===== src/ascs_pkg.sv =====
package ascs_pkg;
  // ----------------------------------------------------------------
  // Timing
  // ----------------------------------------------------------------
  localparam int CLK_HZ    = 20_000_000;
  localparam int GAP_MS    = 100;
  localparam int GAP_CYC   = CLK_HZ / 1000 * GAP_MS;
  localparam int DATA_BITS = 8;
  localparam int BAUD_TAB [0:4] = '{9600, 19200, 38400, 57600, 115200};
  localparam logic [15:0] DIV_MAX = 16'(CLK_HZ / BAUD_TAB[0]);
  localparam logic [15:0] DIV_MIN = 16'(CLK_HZ / BAUD_TAB[4]);

  // ----------------------------------------------------------------
  // Frame characters and lengths
  // ----------------------------------------------------------------
  localparam logic [7:0] CH_OPEN  = 8'h5B;
  localparam logic [7:0] CH_M     = 8'h4D;
  localparam logic [7:0] CH_S     = 8'h53;
  localparam logic [7:0] CH_0     = 8'h30;
  localparam logic [7:0] CH_1     = 8'h31;
  localparam logic [7:0] CH_9     = 8'h39;
  localparam logic [7:0] CH_LA    = 8'h61;
  localparam logic [7:0] CH_LF    = 8'h66;
  localparam logic [7:0] CASE_BIT = 8'h20;
  localparam logic [3:0] HEX_ADJ  = 4'h9;
  localparam logic [7:0] HEX_UP   = 8'h37;
  localparam logic [7:0] CH_V     = 8'h56;
  localparam logic [7:0] CH_L     = 8'h4C;
  localparam logic [7:0] CH_G     = 8'h47;
  localparam logic [7:0] CH_STAR  = 8'h2A;
  localparam logic [7:0] CH_CR    = 8'h0D;
  localparam logic [7:0] LEN_V    = 8'h07;
  localparam logic [7:0] LEN_L    = 8'h0F;
  localparam logic [7:0] LEN_G    = 8'h0D;
  localparam logic [7:0] RLEN_V   = 8'h14;
  localparam logic [7:0] RLEN_L   = 8'h17;
  localparam logic [7:0] RLEN_G   = 8'h15;
  localparam logic [7:0] HDR_LEN  = 8'h07;
  localparam logic [7:0] SP_FIRST = 8'h09;
  localparam logic [7:0] TRAIL    = 8'h02;
  localparam int         FIFO_DEPTH = 32;

  function automatic logic [15:0] baud_div(input logic [2:0] sel);
    baud_div = (sel > 3'h4) ? DIV_MIN : 16'(CLK_HZ / BAUD_TAB[sel]);
  endfunction
endpackage


===== src/ascs_top.sv =====
// Contract
// - Device only answers requests; never transmits unprompted.
// - Characters are 8 data bits, 1 stop bit, no parity, no handshake.
// - Baud rate selectable from 9600 up to 115200; both ends match.
// - Master sends without pauses; gap over 100 ms discards partial request.
// - Every correctly received request gets a reply frame; the code drops one whose CR arrives while gen_busy_r is still set.
// - Reply typically begins and ends within 300 ms.
// - Requests start with master prefix, replies with slave prefix, address 01.
// - Second character names sender: M for master, S for slave.
// - Fifth character is qualifier V, L or G, echoed in reply.
// - Characters six and seven give byte count before checksum in hex.
// - Checksum is low byte of sum of all characters before it.
// - Checksum sent as two hex characters high first, then CR.
// - Identity query has no data; reply carries identification text.
// - Limits query has asterisk data and length 0F.
// - Limits reply carries four values from byte eight in fixed order.
// - Working limits fixed; setpoint limits never outside them; reply clamps sp_lo only up to WORK_LO and sp_hi only down to WORK_HI.
// - Temperatures are signed 16-bit, 0.01 K per step.
// - Values sent as four hex characters, most significant nibble first.
// - Asterisk in a control field leaves that state unchanged.

// ------------------------------------------------------------------
// Reply buffer
// ------------------------------------------------------------------
module ascs_fifo #(
  parameter int WIDTH = 8,
  parameter int DEPTH = ascs_pkg::FIFO_DEPTH
) (
  // Clock and reset
  input  wire logic             clk,
  input  wire logic             rst,
  // Fill side
  input  wire logic             in_valid,
  output logic                  in_ready,
  input  wire logic [WIDTH-1:0] in_data,
  // Drain side
  output logic                  out_valid,
  input  wire logic             out_ready,
  output logic      [WIDTH-1:0] out_data
);
  localparam int AW = $clog2(DEPTH);
  logic [WIDTH-1:0] mem [DEPTH];
  logic [AW:0]      wp_r;
  logic [AW:0]      rp_r;

  assign in_ready  = !((wp_r[AW] != rp_r[AW]) && (wp_r[AW-1:0] == rp_r[AW-1:0]));
  assign out_valid = (wp_r != rp_r);
  assign out_data  = mem[rp_r[AW-1:0]];

  always_ff @(posedge clk) begin
    if (in_valid && in_ready) begin
      mem[wp_r[AW-1:0]] <= in_data;
    end
  end

  always_ff @(posedge clk or posedge rst) begin
    if (rst) begin
      wp_r <= '0;
      rp_r <= '0;
    end else begin
      if (in_valid && in_ready) wp_r <= wp_r + 1'b1;
      if (out_valid && out_ready) rp_r <= rp_r + 1'b1;
    end
  end
endmodule

// ------------------------------------------------------------------
// Command slave
// ------------------------------------------------------------------
module ascs_top #(
  parameter int          CLK_HZ  = ascs_pkg::CLK_HZ,
  parameter int          GAP_CYC = ascs_pkg::GAP_CYC,
  parameter logic [15:0] WORK_LO = 16'hF448,
  parameter logic [15:0] WORK_HI = 16'h4E20,
  // Identification text: value is arbitrary
  parameter logic [103:0] ID_TEXT = "TEMP CONTROL1"
) (
  // Clock and reset
  input  wire logic        clk,
  input  wire logic        rst,
  // Serial link
  input  wire logic        rxd,
  output logic             txd,
  // Configuration
  input  wire logic [2:0]  baud_sel,
  // Setpoint limits and status reported to the master
  input  wire logic [15:0] sp_lo,
  input  wire logic [15:0] sp_hi,
  input  wire logic [7:0]  stat_mode,
  input  wire logic [7:0]  stat_alarm,
  input  wire logic [15:0] stat_setpoint,
  input  wire logic [15:0] stat_temp_int,
  input  wire logic [15:0] stat_temp_ext,
  // General control outputs
  output logic             cmd_mode_we,
  output logic [7:0]       cmd_mode,
  output logic             cmd_ack_we,
  output logic             cmd_set_we,
  output logic [15:0]      cmd_setpoint
);
  typedef enum logic [1:0] {ASCS_IDLE, ASCS_START, ASCS_DATA, ASCS_STOP} ascs_ser_t;

  // Divisors follow the clock parameter, so a scaled clock keeps the bit timing consistent
  localparam logic [15:0] DIV_SLOW = 16'(CLK_HZ / ascs_pkg::BAUD_TAB[0]);
  localparam logic [15:0] DIV_FAST = 16'(CLK_HZ / ascs_pkg::BAUD_TAB[4]);

  logic        rxd_m_r, rxd_s_r;
  logic [2:0]  sel_m_r, sel_s_r;
  logic [15:0] div_r;
  ascs_ser_t   rx_st_r, tx_st_r;
  logic [15:0] rx_cnt_r, tx_cnt_r;
  logic [2:0]  rx_bit_r, tx_bit_r;
  logic [7:0]  rx_sh_r, tx_sh_r;
  logic        rx_vld_r, rx_ferr_r;
  logic [7:0]  idx_r, sum_r, qual_r, len_r, g_mode_r, g_ack_r;
  logic [3:0]  len_hi_r, ck_hi_r;
  logic [15:0] g_set_r;
  logic        g_star_r;
  logic [31:0] gap_cnt_r;
  logic        gap_hit, hx_ok, p_ok, p_last, frame_done, push;
  logic [3:0]  hx_v;
  logic        gen_busy_r;
  logic [7:0]  gen_idx_r, gen_qual_r, gen_sum_r, rlen, k, gen_chr;
  logic [63:0] gen_dat_r, dsh, dch;
  logic [103:0] idt;
  logic [15:0] lo_rep, hi_rep;
  logic        f_in_ready, f_out_valid, f_out_ready;
  logic [7:0]  f_out_data;

  function automatic logic [7:0] hex_chr(input logic [3:0] n);
    hex_chr = (n < 4'hA) ? ascs_pkg::CH_0 + {4'h0, n} : ascs_pkg::HEX_UP + {4'h0, n};
  endfunction

  // ----------------------------------------------------------------
  // Input synchronisers and baud divisor
  // ----------------------------------------------------------------
  always_ff @(posedge clk or posedge rst) begin
    if (rst) begin
      rxd_m_r <= 1'b1;
      rxd_s_r <= 1'b1;
      sel_m_r <= '0;
      sel_s_r <= '0;
      div_r   <= DIV_SLOW;
    end else begin
      rxd_m_r <= rxd;
      rxd_s_r <= rxd_m_r;
      sel_m_r <= baud_sel;
      sel_s_r <= sel_m_r;
      div_r   <= (sel_s_r > 3'h4) ? DIV_FAST : 16'(CLK_HZ / ascs_pkg::BAUD_TAB[sel_s_r]);
    end
  end

  // ----------------------------------------------------------------
  // Receiver, sampling mid-bit
  // ----------------------------------------------------------------
  always_ff @(posedge clk or posedge rst) begin
    if (rst) begin
      rx_st_r <= ASCS_IDLE; rx_cnt_r <= '0; rx_bit_r <= '0; rx_sh_r <= '0;
      rx_vld_r <= 1'b0; rx_ferr_r <= 1'b0;
    end else begin
      rx_vld_r  <= 1'b0;
      rx_ferr_r <= 1'b0;
      case (rx_st_r)
        ASCS_IDLE: begin
          rx_cnt_r <= '0;
          if (!rxd_s_r) rx_st_r <= ASCS_START;
        end
        ASCS_START: begin
          rx_cnt_r <= rx_cnt_r + 1'b1;
          if (rx_cnt_r == (div_r >> 1)) begin
            rx_cnt_r <= '0;
            rx_bit_r <= '0;
            rx_st_r  <= rxd_s_r ? ASCS_IDLE : ASCS_DATA;
          end
        end
        ASCS_DATA: begin
          rx_cnt_r <= rx_cnt_r + 1'b1;
          if (rx_cnt_r == div_r - 1'b1) begin
            rx_cnt_r <= '0;
            rx_sh_r  <= {rxd_s_r, rx_sh_r[7:1]};
            rx_bit_r <= rx_bit_r + 1'b1;
            if (rx_bit_r == 3'(ascs_pkg::DATA_BITS - 1)) rx_st_r <= ASCS_STOP;
          end
        end
        default: begin
          rx_cnt_r <= rx_cnt_r + 1'b1;
          if (rx_cnt_r == div_r - 1'b1) begin
            rx_st_r   <= ASCS_IDLE;
            rx_vld_r  <= rxd_s_r;
            rx_ferr_r <= !rxd_s_r;
          end
        end
      endcase
    end
  end

  // ----------------------------------------------------------------
  // Request parser
  // ----------------------------------------------------------------
  always_comb begin
    hx_ok = 1'b1;
    hx_v  = rx_sh_r[3:0];
    if (rx_sh_r >= ascs_pkg::CH_0 && rx_sh_r <= ascs_pkg::CH_9) begin
      hx_v = rx_sh_r[3:0];
    end else if ((rx_sh_r | ascs_pkg::CASE_BIT) >= ascs_pkg::CH_LA &&
                 (rx_sh_r | ascs_pkg::CASE_BIT) <= ascs_pkg::CH_LF) begin
      hx_v = rx_sh_r[3:0] + ascs_pkg::HEX_ADJ;
    end else begin
      hx_ok = 1'b0;
    end
  end

  always_comb begin
    p_ok   = 1'b1;
    p_last = 1'b0;
    if (idx_r == 8'h00) p_ok = (rx_sh_r == ascs_pkg::CH_OPEN);
    else if (idx_r == 8'h01) p_ok = (rx_sh_r == ascs_pkg::CH_M);
    else if (idx_r == 8'h02) p_ok = (rx_sh_r == ascs_pkg::CH_0);
    else if (idx_r == 8'h03) p_ok = (rx_sh_r == ascs_pkg::CH_1);
    else if (idx_r == 8'h04) p_ok = (rx_sh_r == ascs_pkg::CH_V) || (rx_sh_r == ascs_pkg::CH_L) ||
                                    (rx_sh_r == ascs_pkg::CH_G);
    else if (idx_r == 8'h05) p_ok = hx_ok;
    else if (idx_r == 8'h06) p_ok = hx_ok && ({len_hi_r, hx_v} == ((qual_r == ascs_pkg::CH_V) ? ascs_pkg::LEN_V :
                                    (qual_r == ascs_pkg::CH_L) ? ascs_pkg::LEN_L : ascs_pkg::LEN_G));
    else if (idx_r < len_r) p_ok = (qual_r != ascs_pkg::CH_G) || (idx_r < ascs_pkg::SP_FIRST) || hx_ok ||
                                   (rx_sh_r == ascs_pkg::CH_STAR);
    else if (idx_r == len_r) p_ok = hx_ok;
    else if (idx_r == len_r + 8'h01) p_ok = hx_ok && ({ck_hi_r, hx_v} == sum_r);
    else begin
      p_ok   = (rx_sh_r == ascs_pkg::CH_CR);
      p_last = p_ok;
    end
  end

  assign gap_hit    = (gap_cnt_r == 32'(GAP_CYC));
  assign frame_done = rx_vld_r && p_last;

  always_ff @(posedge clk or posedge rst) begin
    if (rst) begin
      gap_cnt_r <= '0;
    end else if (rx_vld_r || idx_r == 8'h00) begin
      gap_cnt_r <= '0;
    end else if (!gap_hit) begin
      gap_cnt_r <= gap_cnt_r + 32'h0000_0001;
    end
  end

  always_ff @(posedge clk or posedge rst) begin
    if (rst) begin
      idx_r <= '0; sum_r <= '0; qual_r <= '0; len_r <= '0; len_hi_r <= '0; ck_hi_r <= '0;
      g_mode_r <= '0; g_ack_r <= '0; g_set_r <= '0; g_star_r <= 1'b0;
    end else if (gap_hit || rx_ferr_r) begin
      idx_r <= '0;
    end else if (rx_vld_r) begin
      idx_r <= (!p_ok || p_last) ? 8'h00 : idx_r + 8'h01;
      // Checksum characters themselves must stay out of the running sum
      if (idx_r == 8'h00) sum_r <= rx_sh_r;
      else if (idx_r < ascs_pkg::HDR_LEN || idx_r < len_r) sum_r <= sum_r + rx_sh_r;
      if (idx_r == 8'h04) qual_r <= rx_sh_r;
      if (idx_r == 8'h05) len_hi_r <= hx_v;
      if (idx_r == 8'h06) len_r <= {len_hi_r, hx_v};
      if (idx_r == 8'h07) g_mode_r <= rx_sh_r;
      if (idx_r == 8'h08) g_ack_r <= rx_sh_r;
      if (idx_r == 8'h00) g_star_r <= 1'b0;
      if (idx_r >= ascs_pkg::SP_FIRST && idx_r < len_r && qual_r == ascs_pkg::CH_G) begin
        g_set_r  <= {g_set_r[11:0], hx_v};
        g_star_r <= g_star_r || (rx_sh_r == ascs_pkg::CH_STAR);
      end
      if (idx_r == len_r) ck_hi_r <= hx_v;
    end
  end

  // Control strobes only for an accepted general request; asterisk leaves state alone
  always_ff @(posedge clk or posedge rst) begin
    if (rst) begin
      cmd_mode_we <= 1'b0; cmd_ack_we <= 1'b0; cmd_set_we <= 1'b0; cmd_mode <= '0; cmd_setpoint <= '0;
    end else begin
      cmd_mode_we <= 1'b0;
      cmd_ack_we  <= 1'b0;
      cmd_set_we  <= 1'b0;
      if (frame_done && !gen_busy_r && qual_r == ascs_pkg::CH_G) begin
        cmd_mode_we  <= (g_mode_r != ascs_pkg::CH_STAR);
        cmd_ack_we   <= (g_ack_r == ascs_pkg::CH_1);
        cmd_set_we   <= !g_star_r;
        if (g_mode_r != ascs_pkg::CH_STAR) cmd_mode <= g_mode_r;
        if (!g_star_r) cmd_setpoint <= g_set_r;
      end
    end
  end

  // ----------------------------------------------------------------
  // Reply generator
  // ----------------------------------------------------------------
  assign lo_rep = ($signed(sp_lo) < $signed(WORK_LO)) ? WORK_LO : sp_lo;
  assign hi_rep = ($signed(sp_hi) > $signed(WORK_HI)) ? WORK_HI : sp_hi;
  assign push   = gen_busy_r && f_in_ready;

  always_comb begin
    k    = gen_idx_r - ascs_pkg::HDR_LEN;
    dsh  = gen_dat_r << {k[5:0], 2'b00};
    dch  = gen_dat_r << {k[5:0], 3'b000};
    idt  = ID_TEXT << {k[5:0], 3'b000};
    rlen = (gen_qual_r == ascs_pkg::CH_V) ? ascs_pkg::RLEN_V :
           (gen_qual_r == ascs_pkg::CH_L) ? ascs_pkg::RLEN_L : ascs_pkg::RLEN_G;
    if (gen_idx_r == 8'h00) gen_chr = ascs_pkg::CH_OPEN;
    else if (gen_idx_r == 8'h01) gen_chr = ascs_pkg::CH_S;
    else if (gen_idx_r == 8'h02) gen_chr = ascs_pkg::CH_0;
    else if (gen_idx_r == 8'h03) gen_chr = ascs_pkg::CH_1;
    else if (gen_idx_r == 8'h04) gen_chr = gen_qual_r;
    else if (gen_idx_r == 8'h05) gen_chr = hex_chr(rlen[7:4]);
    else if (gen_idx_r == 8'h06) gen_chr = hex_chr(rlen[3:0]);
    else if (gen_idx_r < rlen) begin
      if (gen_qual_r == ascs_pkg::CH_V) gen_chr = idt[103:96];
      else if (gen_qual_r == ascs_pkg::CH_L) gen_chr = hex_chr(dsh[63:60]);
      else if (k < 8'h02) gen_chr = dch[63:56];
      else gen_chr = hex_chr(dsh[55:52]);
    end
    else if (gen_idx_r == rlen) gen_chr = hex_chr(gen_sum_r[7:4]);
    else if (gen_idx_r == rlen + 8'h01) gen_chr = hex_chr(gen_sum_r[3:0]);
    else gen_chr = ascs_pkg::CH_CR;
  end

  // Reply starts the cycle after the request's CR, well inside the typical bound
  always_ff @(posedge clk or posedge rst) begin
    if (rst) begin
      gen_busy_r <= 1'b0; gen_idx_r <= '0; gen_qual_r <= '0; gen_sum_r <= '0; gen_dat_r <= '0;
    end else if (!gen_busy_r) begin
      if (frame_done) begin
        gen_busy_r <= 1'b1;
        gen_idx_r  <= '0;
        gen_sum_r  <= '0;
        gen_qual_r <= qual_r;
        gen_dat_r  <= (qual_r == ascs_pkg::CH_L) ? {lo_rep, hi_rep, WORK_LO, WORK_HI} :
                      {stat_mode, stat_alarm, stat_setpoint, stat_temp_int, stat_temp_ext};
      end
    end else if (push) begin
      gen_idx_r <= gen_idx_r + 8'h01;
      if (gen_idx_r < rlen) gen_sum_r <= gen_sum_r + gen_chr;
      if (gen_idx_r == rlen + ascs_pkg::TRAIL) gen_busy_r <= 1'b0;
    end
  end

  ascs_fifo #(.WIDTH(8), .DEPTH(ascs_pkg::FIFO_DEPTH)) u_fifo (
    .clk       (clk),
    .rst       (rst),
    .in_valid  (gen_busy_r),
    .in_ready  (f_in_ready),
    .in_data   (gen_chr),
    .out_valid (f_out_valid),
    .out_ready (f_out_ready),
    .out_data  (f_out_data)
  );

  // ----------------------------------------------------------------
  // Transmitter
  // ----------------------------------------------------------------
  assign f_out_ready = (tx_st_r == ASCS_IDLE);

  always_ff @(posedge clk or posedge rst) begin
    if (rst) begin
      tx_st_r <= ASCS_IDLE; tx_cnt_r <= '0; tx_bit_r <= '0; tx_sh_r <= '0; txd <= 1'b1;
    end else begin
      tx_cnt_r <= tx_cnt_r + 1'b1;
      case (tx_st_r)
        ASCS_IDLE: begin
          tx_cnt_r <= '0;
          if (f_out_valid) begin
            tx_sh_r <= f_out_data;
            txd     <= 1'b0;
            tx_st_r <= ASCS_START;
          end
        end
        ASCS_START: if (tx_cnt_r == div_r - 1'b1) begin
          tx_cnt_r <= '0;
          tx_bit_r <= '0;
          txd      <= tx_sh_r[0];
          tx_sh_r  <= tx_sh_r >> 1;
          tx_st_r  <= ASCS_DATA;
        end
        ASCS_DATA: if (tx_cnt_r == div_r - 1'b1) begin
          tx_cnt_r <= '0;
          tx_bit_r <= tx_bit_r + 1'b1;
          txd      <= tx_sh_r[0];
          tx_sh_r  <= tx_sh_r >> 1;
          if (tx_bit_r == 3'(ascs_pkg::DATA_BITS - 1)) begin
            txd     <= 1'b1;
            tx_st_r <= ASCS_STOP;
          end
        end
        default: if (tx_cnt_r == div_r - 1'b1) tx_st_r <= ASCS_IDLE;
      endcase
    end
  end
endmodule


===== config.mk =====
export PLATFORM = sky130hd
export DESIGN_NAME = ascs_top
export DESIGN_NICKNAME = d
export VERILOG_FILES = /design/src/ascs_pkg.sv /design/src/ascs_top.sv
export SDC_FILE = /design/constraint.sdc
export NUM_CORES = 1
export LEC_CHECK = 0
export ABC_AREA = 1
export BUFFER_PORTS_ARGS = -buffer_cell sky130_fd_sc_hd__buf_2
export CORE_MARGIN = 4
export CORE_UTILIZATION = 30
export CTS_CLUSTER_SIZE = 25
export DETAILED_ROUTE_END_ITERATION = 16
export GPL_ROUTABILITY_DRIVEN = 1
export HOLD_SLACK_MARGIN = 0.03
export PLACE_DENSITY_LB_ADDON = 0.15
export SYNTH_ARGS = -nofsm -noshare
export SYNTH_HDL_FRONTEND = slang
export SYNTH_SLANG_ARGS = --single-unit

===== constraint.sdc =====
create_clock -name clk -period 41.9 [get_ports clk]
set_input_delay 0 -clock clk [delete_from_list [all_inputs] [get_ports clk]]
set_output_delay 0 -clock clk [all_outputs]
set_load 0.05 [all_outputs]

* Word-level counts from Yosys, hierarchy flattened
Memories as Yosys holds them, arrays and structs flattened. Cells that the tools add are included.
Operators by class: shift operators 3, divide/modulo/power cells 1, equal/unequal tests 63, add/subtract/negate cells 29, mux-type cells 113, reductions and logical operators 64, order comparisons 20, bitwise gates (word level) 4
Operators by type and width (count):
- 2-to-1 mux 8 bit | 24
- 2-to-1 mux 32 bit | 4
- << shifter 103 x 9 -> 104 bit (first input constant) | 1
- 2-to-1 mux 16 bit | 6
- equality test 8 x 7 -> 1 bit (second input constant) | 10
- 2-to-1 mux 64 bit | 1
- << shifter 64 x 8 -> 64 bit | 1
- << shifter 64 x 9 -> 64 bit | 1
- adder 6 x 4 -> 7 bit (first input constant) | 8
- equality test 8 x 3 -> 1 bit (second input constant) | 7
- 2-to-1 mux 7 bit | 8
- case mux 16 bit (3 select lines) | 1
- 2-to-1 mux 1 bit | 41
- AND reduction 3 bit | 13
- adder 16 x 1 -> 16 bit (second input constant) | 2
- adder 32 x 1 -> 32 bit (second input constant) | 1
- divider 26 x 32 -> 32 bit (first input constant) | 1
- equality test 16 bit | 2
- equality test 32 x 21 -> 1 bit (second input constant) | 1
- equality test 8 x 2 -> 1 bit (second input constant) | 4
- equality test 8 x 6 -> 1 bit (second input constant) | 4
- case mux 16 bit (2 select lines) | 1
- 2-to-1 mux 2 bit | 14
- adder 8 x 1 -> 8 bit (second input constant) | 3
- 64 further kinds | 138
Word-level totals: memories kept 2, register bits after elaboration 318, ROM bits 256, output and inout bits 28, RAM bits 256, input bits 102
Memories:
- (name not given) | depth 8, bits a word 32, rd ports 1, clocked after Yosys merged registers in 0, write ports 0, RTL line ascs_top.sv:149 | div_r <= (sel_s_r > 3'h4) ? DIV_FAST : 16'(CLK_HZ / ascs_pkg::BAUD_TAB[sel_s_r]);
- u_fifo.mem | depth 32, bits a word 8, rd ports 1, clocked after Yosys merged registers in 0, write ports 1, RTL line ascs_top.sv:42 | logic [WIDTH-1:0] mem [DEPTH];

* Depth between registers and ports, before layout
word-level depth 21, mapped depth 276, mapped depth without buffers 261

* Modules after synthesis
A second synthesis with hierarchy kept.
Unflattened totals: cells, all modules 5507, area, all modules 41345.9 µm²
By module, submodules not included:
- ascs_top | seq. area each 7666.1 µm², area each 30087.6 µm², times used 1, cells an instance 4475
- ascs_fifo | seq. area each 7987.7 µm², area each 11258.3 µm², times used 1, cells an instance 1032

* Worst setup path after synthesis
No wires, ideal clock.
path kind reg-to-reg, from reg sel_s_r[0], to reg div_r[1], arrival 34.603 ns, setup slack 7.212 ns, library setup time 0.085 ns, cell stages (with the launch flop) 261, path through dfrtp_1 -> inv_1 -> ha_1 -> nand2_4 -> buf_12 -> buf_8 -> clkbuf_1 -> buf_1 -> fa_1 -> nand2_1 -> inv_1 -> ha_1 -> nand3_1 -> nand2_1 -> nand2_1 -> nand2_2 -> nand2_2 -> nand2_2 -> (+225 left out) -> o21ai_0 -> nand2_1 -> nand2_1 -> nor2_2 -> nand2_2 -> nor2_2 -> nand3_4 -> buf_6 -> buf_8 -> a21oi_1 -> ha_1 -> o21a_1 -> nor2_1 -> nand2_1 -> nand3b_1 -> nand3_2 -> nor2_1 -> a21oi_1
On the way: longest elaborated chain between the ends 6, elaborated cells between the ends (all ways) 7
Ends and longest elaborated chain:
- start, declared | RTL line ascs_top.sv:108 | logic [2:0] sel_m_r, sel_s_r;
- start signal, assigned | RTL line ascs_top.sv:148 | sel_s_r <= sel_m_r;
- inverter 3 -> 4 bit (not written as such) | RTL line ascs_top.sv:149
- memory read (8 x 32 bit)
- 2-to-1 mux 32 bit (not written as such) (2 in a row) | RTL line ascs_top.sv:149
- divider 26 x 32 -> 32 bit | RTL line ascs_top.sv:149
- 2-to-1 mux 16 bit * | RTL line ascs_top.sv:149
- end signal, assigned | RTL line ascs_top.sv:149
- end, declared | RTL line ascs_top.sv:109 | logic [15:0] div_r;
Mark *: on every way between the ends. The rest lies on a longest branch, timed or not. The select of a mux whose other input is x is not followed. A chain may end at the register's enable or synchronous reset.

* Worst setup path in the final report
from reg sel_s_r[1], to reg div_r[1]
The elaborated chain is that of the path after synthesis.

==> implementation parameters <==
Parameter                              Value

Run status
  Outcome ... complete, but fails checks
  Failing checks ... hold timing

Setup path
  Critical path class ... flop to flop
  Reg2Reg Launch Point ... sel_s_r[1]$_DFF_PP0_
  Data required time at the worst endpoint ... 42.44 ns
  Data arrival, critical path ... 37.85 ns
  R2R Setup Slk ... 4.59 ns
  Capture point of the worst reg-to-reg path ... div_r[1]$_DFF_PP1_
  Reg2Reg Depth ... 240
  CP dominant cell by count ... nand2_1
  Maximum fanout encountered on the critical timing path ... 49
  Endpoint class of the critical path ... flop
  CP Launch Type ... flop
  Slowest-stage cell, CP ... fa_1
  Longest individual stage delay on the worst path ... 0.57 ns

STA
  Final-report max-slew violation count ... 0
  Setup total negative slack ... 0 ns
  Worst Max-Slew Pin Slew ... 1.01 ns
  Count of endpoints failing setup in the final report ... 0
  Max Freq ... 26.8 MHz
  Slew HR ... 32.2%
  Worst hold slack across all endpoints ... -0.00644 ns
  Fin Clk Skew ... 0.0166 ns
  RSZ-0062 raised after global routing ... false
  Fin crit period ... 37.31 ns
  Period utilisation layout ... 89.1%
  Fin. Hold Viols ... 1

Yosys
  Share of the synthesized area in the top cell type ... 18.8%
  Dominant cells by area after synthesis ... dfrtp_1 19%, edfxtp_1 19%, nand2_1 9.7%
  Sequential share of the synthesized area ... 37.7%
  Synthesized-area fraction occupied by xor and xnor cells ... 3.90%
  Combinational family with the most area after synthesis ... simple AND/OR/NAND/NOR gates
  Leading area contributor after synthesis ... dfrtp_1
  Share of synthesized area spent on multiplexers ... 0.0543%
  Library cells used by synthesis ... 89
  Netlist area before placement ... 41500 µm²
  Compound-gate portion of the synthesized area ... 14.8%
  Main flop type after synthesis ... dfrtp_1
  Count of flip-flops with a built-in enable after synthesis ... 256
  Synth Area per Inst ... 7.80 µm²
  Async set or reset register ratio after synthesis ... 55.4%
  Yosys Warn Count ... 0
  Cells after synthesis ... 5322
  Number of storage elements in the synthesis netlist ... 574
  Area fraction in and, or, nand and nor cells after synthesis ... 28.4%
  Synthesized-area fraction occupied by adder cells ... 6.95%

Global routing
  Antenna violations before repair ... 0
  All-layer global routing usage ... 17.2%
  First-pass GRT wire length ... 203 mm
  GR Overflow Total ... 0
  Via count of the first global-routing pass ... 35854
  Maximum number of pins on one net before global-route repair ... 146

Placement
  Post-DP HPWL ... 89.1 mm
  Count of port buffers added during placement ... 129
  Routability cong. ... 0.857

Cells and area
  Final nets ... 5843
  Number of antenna cells inserted ... 0
  Most common library cell in the layout ignoring fill and taps ... nand2_1
  Commonest cells after routing, fill and taps aside ... 1073 x nand2_1, 588 x inv_1, 541 x nor2_1
  Fraction of layout instances using a drive strength above 1 ... 11.8%
  Synth-to-layout area growth ... 14.3%

Clock tree
  Clock tree sinks ... 574
  Number of clock buffers inserted by TritonCTS ... 72
  Clock-pin slew on the worst setup and hold paths ... 0.06 ns
  Cell at the root of the clock tree ... clkbuf_16
  Source-to-sink clock delay at the later pin of the worst-skew pair ... 0.65 ns
  Maximum level of the CTS H-tree ... 3
  Max Buffers Root-to-Sink ... 3
  CTS tree ... built

Detailed routing
  Antenna-violating nets left ... 0
  DRC violations left ... 0
  Final wirelength ... 127 mm
  TritonRoute pass-1 iters ... 6
  Total vias in the final route ... 36329
  Vias/cell ... 4.93
  Count of routing violations after the opening detailed-route iteration ... 2351
  Routed length per placed instance ... 17.2 µm

Die
  Total die area ... 144000 µm²
  Initial Util ... 30.2%
  Number of rows in the core area ... 136
  Die width ... 380 µm
  Boundary pin count ... 130
  Die Ht ... 380 µm
  Core Region ... 137000 µm²

Min path
  Classification of the worst-slack hold path ... primary input to async pin

Run
  Max cap viols ... 0
==> sequential cells by signal, indices dropped and copies added (netlist names), 16 cells and up <==
name	flops
div_r	16
tx_cnt_r	16
cmd_setpoint	16
gen_dat_r	64
rx_cnt_r	16
gap_cnt_r	32
u_fifo.mem	256
g_set_r	16
==> repair_timing <==
action,CTS,global route
setup buffers,0,6
hold endpoints to repair,179,0
setup endpoints to repair,0,2
hold buffers,105,0
resized for setup,0,9
==> Yosys cell counts, drive strengths merged (58+ instances only) <==
master  instances
nand2        1202
inv           619
nor2          600
o21ai         537
nand3         366
dfrtp         311
edfxtp        256
a21oi         238
ha            213
clkbuf        141
xor2          132
nor3           97
nand4          83
o22ai          71
a31oi          58
==> critical path: cells and delay by family, from the launching register on <==
kind	cells	cell delay, ns
buffers and inverters	31	3.29
AO/OA/AOI/OAI	73	11.91
AND/OR/NAND/NOR	112	13.34
adder cells (fa/ha/maj)	24	8.08
flip-flops	1	0.41
==> area by class of cell <==
| type | instances | area [µm²] |
|---|---|---|
| clock inverter | 26 | 260 |
| multi-input combinational | 3947 | 22600 |
| clock buffer | 104 | 2120 |
| tap | 1794 | 2240 |
| inverter | 638 | 2470 |
| sequential | 574 | 15700 |
| fill | 14577 | 90100 |
| timing repair buffer | 284 | 2090 |
==> through the flow <==
step	instances	area (µm²)	utilization (%)	hold WS, ns	setup WS [ns]
2_1_floorplan	5326	41500	-	0.00448	7.21
3_3_place_gp	7126	43900	31.9	0.110	4.73
3_5_place_dp	7126	43900	31.9	0.108	3.48
4_1_cts	7361	47300	34.4	0.0557	3.42
5_1_grt	7367	47400	34.5	0.0938	0.0134
6_report	7367	47400	34.5	-0.00644	4.59
==> worst max path at each step <==
stage / start / to / depth (start not counted)
detailed placement: sel_s_r[1]$_DFF_PP0_ / div_r[1]$_DFF_PP1_ / 244
floorplan: sel_s_r[0]$_DFF_PP0_ / div_r[1]$_DFF_PP1_ / 260
finish: sel_s_r[1]$_DFF_PP0_ / div_r[1]$_DFF_PP1_ / 240
global placement: sel_s_r[2]$_DFF_PP0_ / div_r[1]$_DFF_PP1_ / 241
CTS: sel_s_r[2]$_DFF_PP0_ / div_r[1]$_DFF_PP1_ / 242
global route: sel_s_r[1]$_DFF_PP0_ / div_r[1]$_DFF_PP1_ / 239
==> kinds of logic (layout without fill, tap and decap cells) <==
logic type                 count (synthesis)  after routing
and+or+nand+nor                         2454           2454
AOI/OAI and AO/OA                       1076           1076
buffers and inverters                    805           1052
DFF                                      574            574
adders and majority gates                224            224
xor gates and xnor gates                 185            185
other                                      2              6
muxes                                      2              2
==> routing by layer <==
layer / wire, µm / vias up / global-route usage [%]
met5: 0 / - / 0
met3: 4450 / 137 / 2.19
li1: - / 18368 / -
met4: 2190 / 0 / 3.29
met2: 58000 / 583 / 28.1
met1: 61900 / 17241 / 24.6
Power is not shown: default switching activity piles up to over one toggle a cycle in this logic, so the estimate is an artifact.
